`config.mk`:
```
export PLATFORM = sky130hd
export DESIGN_NAME = tcer_timer
export DESIGN_NICKNAME = d
export VERILOG_FILES = /design/src/hdl/tcer_pkg.sv /design/src/hdl/tcer_tick_if.sv /design/src/hdl/tcer_tickgen.sv /design/src/hdl/tcer_timer.sv
export SDC_FILE = /design/constraint.sdc
export NUM_CORES = 1
export LEC_CHECK = 0
export ABC_AREA = 1
export BUFFER_PORTS_ARGS = -buffer_cell sky130_fd_sc_hd__buf_2
export CORE_AREA = 2 2 93 163
export CTS_BUF_LIST = sky130_fd_sc_hd__clkbuf_16
export DETAILED_ROUTE_END_ITERATION = 12
export DIE_AREA = 0 0 95 165
export GPL_TIMING_DRIVEN = 1
export HOLD_SLACK_MARGIN = 0.02
export PLACE_DENSITY = 0.74
export SYNTH_ARGS = -nofsm -noshare
export SYNTH_HDL_FRONTEND = slang
export SYNTH_SLANG_ARGS = --single-unit
```
`constraint.sdc`:
```
create_clock -name CORE_CLK -period 6.7 [get_ports CORE_CLK]
set_input_delay 1.005 -clock CORE_CLK [delete_from_list [all_inputs] [get_ports CORE_CLK]]
set_output_delay 1.005 -clock CORE_CLK [all_outputs]
set_load 0.05 [all_outputs]
```
`src/hdl/tcer_pkg.sv`:
```
// Package of constants and types for the timer clock, event and reload slice
package tcer_pkg;
   localparam logic [3:0] TCER_OFS_MODE_CTRL = 4'h0;
   localparam logic [3:0] TCER_OFS_CLK_EVT = 4'h4;
   localparam logic [3:0] TCER_OFS_RELOAD = 4'h8;
   localparam logic [3:0] TCER_OFS_COUNT = 4'hC;
   localparam int TCER_ADDR_W = 4;
   localparam int TCER_CNT_W = 16;
   localparam int TCER_SEL_W = 4;
   localparam int TCER_DIV_W = 8;
   localparam int TCER_FILTER_CLOCK_SELECT_LSB = 8;
   localparam int TCER_FILTER_CLOCK_SELECT_MSB = 11;
   localparam int TCER_COUNT_CLOCK_SELECT_LSB = 0;
   localparam int TCER_COUNT_CLOCK_SELECT_MSB = 3;
   localparam int TCER_EVSRC_BIT = 7;
   localparam int TCER_EDGE_LSB = 5;
   localparam int TCER_EDGE_MSB = 6;
   localparam int TCER_EN_BIT = 0;
   localparam int TCER_MODE_LSB = 2;
   localparam int TCER_MODE_MSB = 3;
   localparam int TCER_DIR_BIT = 4;
   localparam int TCER_RELOAD_MSB = 15;
   localparam logic [11:0] TCER_CLK_EVT_RST = 12'h000;
   localparam logic [15:0] TCER_RELOAD_RST = 16'hFFFF;
   localparam logic [15:0] TCER_CNT_MAX = 16'hFFFF;
   localparam logic [15:0] TCER_CNT_MIN = 16'h0000;
   localparam logic [15:0] TCER_CNT_ONE = 16'h0001;
   localparam logic [3:0] TCER_SEL_MAX = 4'h7;
   localparam int TCER_FILT_LEN = 3;
   typedef enum logic [1:0] {
      TCER_MODE_TIMER = 2'b00,
      TCER_MODE_EVENT = 2'b01,
      TCER_MODE_ONESHOT = 2'b10,
      TCER_MODE_MEASURE = 2'b11
   } tcer_mode_type;
   typedef enum logic [1:0] {
      TCER_EDGE_FALL = 2'b00,
      TCER_EDGE_RISE = 2'b01,
      TCER_EDGE_BOTH = 2'b10,
      TCER_EDGE_NONE = 2'b11
   } tcer_edge_type;
endpackage

```
`src/hdl/tcer_tick_if.sv`:
```
// Tick carrier between the divider, the filter and the timer core
`timescale 1ns/1ps
`default_nettype none
interface tcer_tick_if;
   logic [3:0] count_clock_select;
   logic [3:0] filter_clock_select;
   logic count_tick;
   logic filter_tick;
   logic raw_in;
   logic filt_in;
   modport core (output count_clock_select, output filter_clock_select, output raw_in,
      input count_tick, input filter_tick, input filt_in);
   modport gen (input count_clock_select, input filter_clock_select, input raw_in,
      output count_tick, output filter_tick, output filt_in);
endinterface
`default_nettype wire

```
`src/hdl/tcer_tickgen.sv`:
```
// Prescaler ticks and input noise filter
`timescale 1ns/1ps
`default_nettype none
module tcer_tickgen (
   input wire logic clk,
   input wire logic rst,
   tcer_tick_if.gen tk
);
   typedef struct packed {
      logic [tcer_pkg::TCER_DIV_W-1:0] div;
      logic [tcer_pkg::TCER_FILT_LEN-1:0] hist;
      logic filt;
   } tcer_tg_type;
   tcer_tg_type s_reg, s_next;

   // Code n ticks once every 2**n cycles; reserved codes never tick
   function automatic logic tick_of(input logic [3:0] sel, input logic [7:0] d);
      logic [7:0] m;
      m = 8'h00;
      if (sel > tcer_pkg::TCER_SEL_MAX) begin
         tick_of = 1'b0;
      end else begin
         m = 8'(({8'h00, 8'h01} << sel) - 16'h0001);
         tick_of = ((d & m) == m);
      end
   endfunction

   always_comb begin
      s_next = s_reg;
      s_next.div = s_reg.div + 8'h01;
      if (tk.filter_tick) begin
         s_next.hist = {s_reg.hist[tcer_pkg::TCER_FILT_LEN-2:0], tk.raw_in};
         if (&s_next.hist) s_next.filt = 1'b1;
         else if (~|s_next.hist) s_next.filt = 1'b0;
      end
   end

   always_ff @(posedge clk or posedge rst) begin
      if (rst) s_reg <= '0;
      else s_reg <= s_next;
   end

   assign tk.count_tick = tick_of(tk.count_clock_select, s_reg.div);
   assign tk.filter_tick = tick_of(tk.filter_clock_select, s_reg.div);
   assign tk.filt_in = s_reg.filt;

   tick_rate_a: assert property (@(posedge clk) disable iff (rst)
      (tk.count_clock_select == 4'h1 && tk.count_tick) |=> !tk.count_tick)
      else $error("Divide by two ticked twice in a row");
   reserved_idle_a: assert property (@(posedge clk) disable iff (rst)
      tk.count_clock_select[3] |-> !tk.count_tick)
      else $error("Reserved clock code produced a tick");
endmodule
`default_nettype wire

```
`src/hdl/tcer_timer.sv`:
```
// Sixteen-bit timer with clock, event and reload control over Avalon-MM
//
// The Avalon-MM slave port was decided locally.
`timescale 1ns/1ps
`default_nettype none
// Behaviour
// - Bits 11:8 pick filter sampling clock
// - Bits 3:0 pick counter advance clock
// - Event source: pin when set, else chain
// - Event edges: fall, rise, both, none
// - One-shot start: fall, rise, either, immediate
// - Measure intervals: fall, rise, both, none
// - Reload resets FFFFh, lower limit otherwise
// - Event mode reload is directional limit
// - New reload applied at wrap, or at once while disabled
// - Mode field: timer, event, oneshot, measure
// - Direction bit set counts up in event mode
module tcer_timer (
   input wire logic CORE_CLK,
   input wire logic RST,
   input wire logic [3:0] AVS_ADDRESS,
   input wire logic AVS_READ,
   input wire logic AVS_WRITE,
   input wire logic [31:0] AVS_WRITEDATA,
   input wire logic [3:0] AVS_BYTEENABLE,
   output logic [31:0] AVS_READDATA,
   output logic AVS_WAITREQUEST,
   input wire logic TIMER_INPUT_PIN,
   input wire logic PREV_OVERFLOW,
   output logic OVERFLOW
);
   typedef struct packed {
      logic [11:0] clk_evt;
      logic [15:0] reload;
      logic [15:0] limit;
      logic [15:0] count;
      logic [1:0] mode;
      logic dir;
      logic enable;
      logic running;
      logic pin_prev;
      logic ack;
      logic [31:0] rdata;
      logic ovf;
   } tcer_st_type;
   tcer_st_type s_reg, s_next;

   tcer_tick_if tk ();
   tcer_tickgen u_tickgen (
      .clk(CORE_CLK),
      .rst(RST),
      .tk(tk)
   );

   logic rise, fall, edge_hit, wr, rd;
   logic [1:0] edge_sel;
   logic [15:0] wdata16;

   function automatic logic [15:0] merge16(input logic [15:0] old, input logic [31:0] wd, input logic [3:0] be);
      merge16 = {be[1] ? wd[15:8] : old[15:8], be[0] ? wd[7:0] : old[7:0]};
   endfunction

   always_comb begin
      edge_sel = s_reg.clk_evt[tcer_pkg::TCER_EDGE_MSB:tcer_pkg::TCER_EDGE_LSB];
      rise = tk.filt_in & ~s_reg.pin_prev;
      fall = ~tk.filt_in & s_reg.pin_prev;
      case (tcer_pkg::tcer_edge_type'(edge_sel))
         tcer_pkg::TCER_EDGE_FALL: edge_hit = fall;
         tcer_pkg::TCER_EDGE_RISE: edge_hit = rise;
         tcer_pkg::TCER_EDGE_BOTH: edge_hit = rise | fall;
         default: edge_hit = 1'b0;
      endcase
   end

   // Write lands at the edge where waitrequest is seen low, as the master expects
   assign wr = AVS_WRITE & s_reg.ack;
   assign rd = AVS_READ & ~s_reg.ack;
   assign wdata16 = merge16(s_reg.reload, AVS_WRITEDATA, AVS_BYTEENABLE);

   always_comb begin
      s_next = s_reg;
      s_next.ack = (AVS_READ | AVS_WRITE) & ~s_reg.ack;
      s_next.pin_prev = tk.filt_in;
      s_next.ovf = 1'b0;
      s_next.rdata = 32'h0000_0000;
      if (wr) begin
         case (AVS_ADDRESS)
            tcer_pkg::TCER_OFS_MODE_CTRL: begin
               if (AVS_BYTEENABLE[0]) begin
                  s_next.enable = AVS_WRITEDATA[tcer_pkg::TCER_EN_BIT];
                  s_next.mode = AVS_WRITEDATA[tcer_pkg::TCER_MODE_MSB:tcer_pkg::TCER_MODE_LSB];
                  s_next.dir = AVS_WRITEDATA[tcer_pkg::TCER_DIR_BIT];
                  s_next.running = 1'b0;
               end
            end
            tcer_pkg::TCER_OFS_CLK_EVT: begin
               if (AVS_BYTEENABLE[0]) begin
                  s_next.clk_evt[7:5] = AVS_WRITEDATA[7:5];
                  s_next.clk_evt[3:0] = AVS_WRITEDATA[3:0];
               end
               if (AVS_BYTEENABLE[1]) s_next.clk_evt[11:8] = AVS_WRITEDATA[11:8];
            end
            tcer_pkg::TCER_OFS_RELOAD: begin
               s_next.reload = wdata16;
               // Disabled timer takes the new limit at once, an enabled one waits
               if (!s_reg.enable) s_next.limit = wdata16;
            end
            default: ;
         endcase
      end
      if (rd) begin
         case (AVS_ADDRESS)
            tcer_pkg::TCER_OFS_MODE_CTRL:
               s_next.rdata = {27'h0, s_reg.dir, s_reg.mode, 1'b0, s_reg.enable};
            tcer_pkg::TCER_OFS_CLK_EVT: s_next.rdata = {20'h0, s_reg.clk_evt & 12'hFEF};
            tcer_pkg::TCER_OFS_RELOAD: s_next.rdata = {16'h0, s_reg.reload};
            tcer_pkg::TCER_OFS_COUNT: s_next.rdata = {16'h0, s_reg.count};
            default: s_next.rdata = 32'h0000_0000;
         endcase
      end
      if (s_reg.enable && !wr) begin
         case (tcer_pkg::tcer_mode_type'(s_reg.mode))
            tcer_pkg::TCER_MODE_TIMER: begin
               if (tk.count_tick) begin
                  if (s_reg.count <= s_reg.limit) begin
                     s_next.count = tcer_pkg::TCER_CNT_MAX;
                     s_next.limit = s_reg.reload;
                     s_next.ovf = 1'b1;
                  end else s_next.count = s_reg.count - tcer_pkg::TCER_CNT_ONE;
               end
            end
            tcer_pkg::TCER_MODE_EVENT: begin
               // Chain input bypasses the filter, it is already a clean pulse
               if (s_reg.clk_evt[tcer_pkg::TCER_EVSRC_BIT] ? edge_hit : PREV_OVERFLOW) begin
                  if (s_reg.dir) begin
                     if (s_reg.count >= s_reg.limit) begin
                        s_next.count = tcer_pkg::TCER_CNT_MIN;
                        s_next.limit = s_reg.reload;
                        s_next.ovf = 1'b1;
                     end else s_next.count = s_reg.count + tcer_pkg::TCER_CNT_ONE;
                  end else begin
                     if (s_reg.count <= s_reg.limit) begin
                        s_next.count = tcer_pkg::TCER_CNT_MAX;
                        s_next.limit = s_reg.reload;
                        s_next.ovf = 1'b1;
                     end else s_next.count = s_reg.count - tcer_pkg::TCER_CNT_ONE;
                  end
               end
            end
            tcer_pkg::TCER_MODE_ONESHOT: begin
               if (!s_reg.running) begin
                  if (edge_hit || edge_sel == tcer_pkg::TCER_EDGE_NONE) begin
                     s_next.running = 1'b1;
                     s_next.count = tcer_pkg::TCER_CNT_MAX;
                  end
               end else if (tk.count_tick) begin
                  if (s_reg.count <= s_reg.limit) begin
                     s_next.running = 1'b0;
                     s_next.enable = 1'b0;
                     s_next.limit = s_reg.reload;
                     s_next.ovf = 1'b1;
                  end else s_next.count = s_reg.count - tcer_pkg::TCER_CNT_ONE;
               end
            end
            default: begin
               // Measurement: the count shows ticks since the last chosen edge
               if (edge_hit || (edge_sel == tcer_pkg::TCER_EDGE_BOTH && fall)) begin
                  s_next.count = tcer_pkg::TCER_CNT_MIN;
               end else if (tk.count_tick && s_reg.count != tcer_pkg::TCER_CNT_MAX) begin
                  s_next.count = s_reg.count + tcer_pkg::TCER_CNT_ONE;
               end
            end
         endcase
      end
   end

   always_ff @(posedge CORE_CLK or posedge RST) begin
      if (RST) begin
         s_reg <= '0;
         s_reg.clk_evt <= tcer_pkg::TCER_CLK_EVT_RST;
         s_reg.reload <= tcer_pkg::TCER_RELOAD_RST;
         s_reg.limit <= tcer_pkg::TCER_RELOAD_RST;
         s_reg.count <= tcer_pkg::TCER_CNT_MAX;
      end else begin
         s_reg <= s_next;
      end
   end

   assign tk.count_clock_select = s_reg.clk_evt[tcer_pkg::TCER_COUNT_CLOCK_SELECT_MSB:tcer_pkg::TCER_COUNT_CLOCK_SELECT_LSB];
   assign tk.filter_clock_select = s_reg.clk_evt[tcer_pkg::TCER_FILTER_CLOCK_SELECT_MSB:tcer_pkg::TCER_FILTER_CLOCK_SELECT_LSB];
   assign tk.raw_in = TIMER_INPUT_PIN;
   assign AVS_WAITREQUEST = (AVS_READ | AVS_WRITE) & ~s_reg.ack;
   assign AVS_READDATA = s_reg.rdata;
   assign OVERFLOW = s_reg.ovf;

   reload_hold_a: assert property (@(posedge CORE_CLK) disable iff (RST)
      (s_reg.enable && !s_next.ovf && !wr) |=> $stable(s_reg.limit))
      else $error("Limit changed while running without a wrap");
   down_wrap_a: assert property (@(posedge CORE_CLK) disable iff (RST)
      (s_reg.enable && s_reg.mode == 2'b01 && !s_reg.dir && s_next.ovf && !wr)
      |=> s_reg.count == 16'hFFFF)
      else $error("Down count did not wrap to top");
   up_step_a: assert property (@(posedge CORE_CLK) disable iff (RST)
      (s_reg.enable && !wr && s_reg.mode == 2'b01 && s_reg.dir && !s_reg.clk_evt[7] && PREV_OVERFLOW
      && s_reg.count < s_reg.limit) |=> s_reg.count == $past(s_reg.count) + 16'h0001)
      else $error("Chained up count missed a step");
   no_event_a: assert property (@(posedge CORE_CLK) disable iff (RST)
      (s_reg.enable && !wr && s_reg.mode == 2'b01 && s_reg.clk_evt[7:5] == 3'b111) |=> $stable(s_reg.count))
      else $error("Count moved with no event selected");
   oneshot_go_a: assert property (@(posedge CORE_CLK) disable iff (RST)
      (s_reg.enable && !wr && s_reg.mode == 2'b10 && !s_reg.running && s_reg.clk_evt[6:5] == 2'b11)
      |=> s_reg.running)
      else $error("Immediate one-shot did not start");
   measure_clear_a: assert property (@(posedge CORE_CLK) disable iff (RST)
      (s_reg.enable && !wr && s_reg.mode == 2'b11 && edge_hit) |=> s_reg.count == 16'h0000)
      else $error("Measurement did not restart on edge");
   bus_answer_a: assert property (@(posedge CORE_CLK) disable iff (RST)
      (AVS_READ && AVS_WAITREQUEST) |=> !AVS_WAITREQUEST)
      else $error("Read not answered in one cycle");
   clk_field_a: assert property (@(posedge CORE_CLK) disable iff (RST)
      tk.count_clock_select == s_reg.clk_evt[3:0] && tk.filter_clock_select == s_reg.clk_evt[11:8])
      else $error("Clock select fields miswired");
   reload_reset_a: assert property (@(posedge CORE_CLK) $fell(RST) |-> s_reg.reload == 16'hFFFF)
      else $error("Reload not at reset value");
endmodule
`default_nettype wire

```
==> results of run 1 <==
-- cell type report --
type	instances	area, µm²	share of cell area [%]
well taps	180	225	2.77
multi-input cells	893	4350	53.5
repair buffers	49	255	3.14
clock buffers	9	225	2.77
flip-flops and latches	93	2390	29.4
inverters	167	629	7.74
clock inverters	7	61.3	0.754
-- critical path, stage by stage, from the launching register on --
cell and delay, ns:
dfstp_2 0.65, ha_1 0.28, nand2_1 0.08, nor2_1 0.05, nand2_1 0.12, inv_2 0.05
nand2_1 0.64, nand2_1 0.76, a21oi_1 0.42, nand3_2 0.59, nand2_1 0.21, inv_1 0.05
a21oi_1 0.20
-- worst min path at each step --
| stage | startpoint | slack, ns | endpoint |
|---|---|---|---|
| after floorplan | u_tickgen.tk.filt_in$_DFFE_PP0P_ | 0.40 | s_reg[34]$_DFF_PP0_ |
| after global placement | u_tickgen.tk.filt_in$_DFFE_PP0P_ | 0.42 | s_reg[34]$_DFF_PP0_ |
| after detailed placement | u_tickgen.tk.filt_in$_DFFE_PP0P_ | 0.43 | s_reg[34]$_DFF_PP0_ |
| after CTS | u_tickgen.tk.filt_in$_DFFE_PP0P_ | 0.45 | s_reg[34]$_DFF_PP0_ |
| after global routing | u_tickgen.tk.filt_in$_DFFE_PP0P_ | 0.47 | s_reg[34]$_DFF_PP0_ |
| final | u_tickgen.tk.filt_in$_DFFE_PP0P_ | 0.44 | s_reg[34]$_DFF_PP0_ |
-- layer usage --
layer / wire length [µm] / share of wire, % / vias up / track usage, %
met3: 1360 / 5.7 / 119 / 3.56
li1: - / - / 3820 / -
met2: 12300 / 51 / 364 / 56.4
met5: 0 / 0 / - / 0
met1: 8220 / 34 / 3520 / 33.3
met4: 1990 / 8.3 / 0 / 24.5
-- cells in the final DEF, fill, tap and decap left out, types with 2 or more instances in the layout --
master	n
a21boi_1	15
a21oi_1	46
a221oi_1	3
buf_2	45
buf_4	4
clkbuf_16	9
conb_1	16
dfrtp_1	45
dfstp_2	48
ha_1	27
inv_1	162
inv_2	4
inv_6	4
inv_8	2
nand2_1	329
nand2_2	3
nand3_1	138
nand3_2	2
nand3b_1	3
nand4_1	18
nor2_1	138
nor2_2	8
nor2_4	5
nor3_1	9
o21ai_0	76
o21ai_1	6
o221ai_1	2
o22ai_1	11
or2_2	5
xor2_1	21
-- report_power, final --
| group | switching (mW) | leakage (nW) | internal (mW) |
|---|---|---|---|
| clock | 0.263 | 0.143 | 0.262 |
| combinational | 1.15 | 3.12 | 0.483 |
| sequential | 0.142 | 1.07 | 0.764 |
| total | 1.56 | 4.33 | 1.51 |
-- kinds of logic after synthesis --
logic type / share of synthesized area (%)
simple gates: 36.4
buf+inv: 14.2
compound gates: 11.7
flops: 30.7
fa+ha+maj: 4.34
xor+xnor: 2.48
other cells: 0.0482
mux: 0.145
==> impl_results.md, run 1 <==
- Run status: completed
- Fmax: 0.237 GHz
- Yosys warning count: 0
- RSZ-0062 raised after global routing: false
- Layout area overhead: 4.50%
- Dpl cells: 1382
- Register-to-Register Path Depth: 12
- Chip Height: 165 µm
- Setup violators final: 0
- Drt total wl: 23.8 mm
- Max Cap Viol: 0
- Static leakage: 4.33 nW
- DPL Wire Length: 17.8 mm
- Overflow after GRT: 0
- Num CTS Buffers: 9
- CTS Hold Bufs: 0
- Post-CTS Setup Bufs: 0
- Measured slew at the worst slew-check pin: 0.988 ns
- Tcrit/Tclk final: 62.9%
- Predominant post-synthesis flop cell: dfstp_2
- Tot GR Track Use: 31.7%
- Largest net degree at the start of global routing: 58
- Worst R2R Start: s_reg[51]$_DFFE_PP1P_
- Post-synthesis cell count: 1215
- Final min period: 4.22 ns
- CP Capture Type: flip-flop
- Setup WS post-layout: 2.48 ns
- Post-DR wirelength/cell: 17.1 µm
- DRC: 0
- CP required: 6.96 ns
- Overall Power: 3.07 mW
- DRT Pass-1 Iters: 6
- Clk sink count: 93
- Min-Delay Path Class: flip-flop to flip-flop
- IO Count: 80
- Setup WS pre-CTS: 2.61 ns
- Setup CP Type: flip-flop to flip-flop
- Post-DP Area: 7850 µm²
- Crit Path Max Fanout: 32
- Via count: 7823
- Critical Path Start Type: flip-flop
- CTS tree: done
- Final std cells w/o fill: 1398
- Number of synthesized register bits: 93
- Synth top area share: 16.2%
- Top post-synthesis cells by area: dfstp_2 16%, nand2_1 16%, dfrtp_1 14%
- Maximum vdd drop: 239 µV
- CTS max path bufs: 2
- Vias per inst: 5.60
- CP startpoint: s_reg[51]$_DFFE_PP1P_
- CTS root buf: clkbuf_16
- R2r endpoint: s_reg[52]$_DFFE_PP1P_
- Clock skew: 0.0130 ns
- Port bufs: 45
- Max reg flops: 64
- Initial antenna violation count: 0
- First-pass GRT wire length: 37.8 mm
- Fin area: 8130 µm²
- Setup TNS: 0 ns
- Total Nets Final: 1286
- Core area: 14300 µm²
- Share of layout cells above drive strength 1: 11.7%
- Async SR Flop Fraction: 100%
- PwrDens: 377 nW/µm²
- Register area share after synthesis: 30.7%
- Final core utilization: 56.9%
- Post-synth EDFFs: 0
- RePlAce Congestion: 0.941
- H-Tree Depth: 3
- # rows: 58
- CP Capture Point: s_reg[52]$_DFFE_PP1P_
- Routed Antenna Nets: 0
- Worst-Skew Late Latency: 0.36 ns
- Clk pin slew, worst setup/hold paths: 0.08 ns
- Avg Inst Size Synth: 6.40 µm²
- Ant diodes: 0
- DIE AREA: 15700 µm²
- DIE WIDTH: 95 µm
- Internal reg-to-reg setup slack: 2.48 ns
- Most frequent cell after synthesis: nand2_1
- Starting density of the core: 54.4%
- Crit path DAT: 4.47 ns
- Most frequent cells after synthesis: 329 x nand2_1, 163 x inv_1, 138 x nand3_1, 138 x nor2_1, 76 x o21ai_0
- Hold Fails Final Rpt: 0
- Slew headroom: 34.2%
- Fill cell count: 1407
- 1st-iter DRT viols: 575
- Synth area leader: dfstp_2
- Post-synthesis cell area: 7780 µm²
- Vias in the first global route: 7557
- Final Max Slew Viols: 0
- Post-cts sizing count: 0
- Netlist cell types: 43
- Min Hold Slack: 0.443 ns
- Hold depth: 0
Note: power is estimated with default switching activity, not from simulation.
==> inputs of run 2 (changes only) <==
- PLACE_DENSITY: 0.74 -> 0.77
- clock period: 6.7 -> 3.71 ns (I/O delays scaled with it)
==> run 2 against run 1 <==
  * Clock skew decreased by 0.0011 ns
  * Die area unchanged
  * First-iteration DRC count decreased by 1.4%
  * Fmax increased by 43%
  * Final area increased by 1.3%
  * Final cell count increased by 1.0%
  * Worst hold slack got worse by 0.082 ns
  * Global-route usage increased by 0.23 points
  * Sequential power increased by 81%
  * Worst setup slack got worse by 1.7 ns
  * Highest routed layer unchanged
==> impl_results.md, run 2 (synthesized netlist as in run 1, its figures left out) <==
- Static leakage: 4.39 nW
- Top Usage Layer GRT: met2
- Final min period: 2.95 ns
- CP peak stage delay: 0.52 ns
- Largest net degree at the start of global routing: 63
- Vias per inst: 5.69
- Drt total wl: 24.3 mm
- CTS tree: done
- Initial antenna violation count: 0
- RePlAce Congestion: 0.959
- CTS max path bufs: 2
- CP Capture Type: flip-flop
- Chip Height: 165 µm
- DIE WIDTH: 95 µm
- Max reg flops: 64
- Post-DP Area: 7950 µm²
- Min-Delay Path Class: input pin to asynchronous set/reset pin
- Crit Path Max Fanout: 9
- CP required: 4.00 ns
- Tot GR Track Use: 32.0%
- Critical path, cell by cell: inv_1 > ha_1 > nand2_1 > nor2_2 > nand2_1 > nor2_1 > nand2_1 > nand2_1 > nor2_2 > buf_4 > nand3_1 > nand2_1 > nor2_2 > inv_1 > nand2_1 > nand3_1 > nand3_1
- CP dominant cell by count: nand2_1
- Dpl cells: 1396
- Met3 Usage GRT: 5.06%
- Logic pwr share: 54.4%
- Grt met2 use: 56.3%
- Multi-input gate area: 4350 µm²
- Max Cap Viol: 0
- CTS Hold Bufs: 0
- DRC: 0
- Slew headroom: 44.8%
- Hold Fails Final Rpt: 0
- Crit path DAT: 3.24 ns
- Starting density of the core: 54.4%
- Final Max Slew Viols: 0
- Via count: 8040
- Ant diodes: 0
- Total Nets Final: 1300
- Fmax: 0.339 GHz
- GR Util met1: 32.9%
- H-Tree Depth: 3
- Fill cell count: 1393
- First-pass GRT wire length: 37.9 mm
- Setup TNS: 0 ns
- Clk sink count: 93
- Total net switching power: 2.86 mW
- Most frequent cells in the layout: 329 x nand2_1, 162 x inv_1, 138 x nor2_1, 138 x nand3_1, 76 x o21ai_0
- Tcrit/Tclk final: 79.5%
- Sw frac: 50.5%
- DRT Pass-1 Iters: 5
- DPL Wire Length: 18.2 mm
- Measured slew at the worst slew-check pin: 0.825 ns
- Sequential cell area: 2390 µm²
- Routed Antenna Nets: 0
- Post-DR wirelength/cell: 17.2 µm
- Vias in the first global route: 7544
- Maximum vdd drop: 342 µV
- Commonest non-fill, non-tap cell in the layout: nand2_1
- Layout area overhead: 5.82%
- DIE AREA: 15700 µm²
- Post-CTS Setup Bufs: 0
- Clock share of power: 16.6%
- Pint: 2.80 mW
- 1st-iter DRT viols: 567
- Sequential power share: 29.0%
- Overall Power: 5.66 mW
- # rows: 58
- Worst-Skew Late Latency: 0.36 ns
- Port bufs: 45
- Final std cells w/o fill: 1412
- Post-cts sizing count: 0
- Core area: 14300 µm²
- Clock skew: 0.0119 ns
- Overflow after GRT: 0
- Setup violators final: 0
- Fin area: 8230 µm²
- Critical Path Start Type: flip-flop
- Clk pin slew, worst setup/hold paths: 0.08 ns
- RSZ-0062 raised after global routing: false
- IO Count: 80
- PwrDens: 687 nW/µm²
- Share of layout cells above drive strength 1: 12.7%
- Num CTS Buffers: 9
- CP max-delay cell: dfstp_2
- CTS root buf: clkbuf_16
- Run status: completed
- Setup CP Type: flip-flop to flip-flop
[run 2: path summary, 6_finish.rpt]
kind	cells past startpoint	endpoint	from	slack, ns
max reg2reg	17	s_reg[67]$_DFF_PP1_	s_reg[71]$_DFF_PP1_	0.76
max in group asynchronous	3	s_reg[69]$_DFF_PP1_	RST	2.36
max	17	s_reg[67]$_DFF_PP1_	s_reg[71]$_DFF_PP1_	0.76
min	2	AVS_READDATA[6]$_DFF_PP0_	RST	0.36
min in group CORE_CLK	0	s_reg[34]$_DFF_PP0_	u_tickgen.tk.filt_in$_DFFE_PP0P_	0.44
min reg2reg	0	s_reg[34]$_DFF_PP0_	u_tickgen.tk.filt_in$_DFFE_PP0P_	0.44
[run 2: metrics by stage]
stage | setup WS (ns) | utilization, % | hold slack, ns
6_report | 0.761 | 57.6 | 0.361
5_1_grt | 0.557 | 57.6 | 0.445
4_1_cts | 0.791 | 57.6 | 0.392
3_5_place_dp | 0.818 | 55.6 | 0.425
3_3_place_gp | 0.881 | 55.6 | 0.414
2_1_floorplan | 0.813 | - | 0.398
[run 2: power groups by stage]
stage | sequential (mW) | clock, mW | combinational, mW
6_report | 1.64 | 0.937 | 3.08
5_1_grt | 1.67 | 0.975 | 3.43
4_1_cts | 1.63 | 0.933 | 3.02
3_5_place_dp | 1.65 | 0 | 2.99
3_3_place_gp | 1.64 | 0 | 2.93
2_1_floorplan | 1.52 | 0 | 2.33
[run 2: cell type report]
cell class | count | area share, %
clock buffer | 9 | 2.74
clock inverter | 7 | 0.714
inverter | 167 | 7.64
multi-input combinational | 893 | 52.8
sequential | 93 | 29.0
tap | 180 | 2.74
timing repair buffer | 63 | 4.38
[run 2: per-layer routing]
metal / wire, µm / vias up
met5: 0 / -
met4: 2120 / 0
met3: 1390 / 143
met2: 12500 / 390
met1: 8300 / 3661
li1: - / 3846
[run 2: worst max-delay path, delay by kind of cell (launching register included)]
family	cells	cell delay, ns
AND/OR/NAND/NOR	13	1.60
flip-flops	1	0.52
adder cells (fa/ha/maj)	1	0.29
buffers and inverters	3	0.48
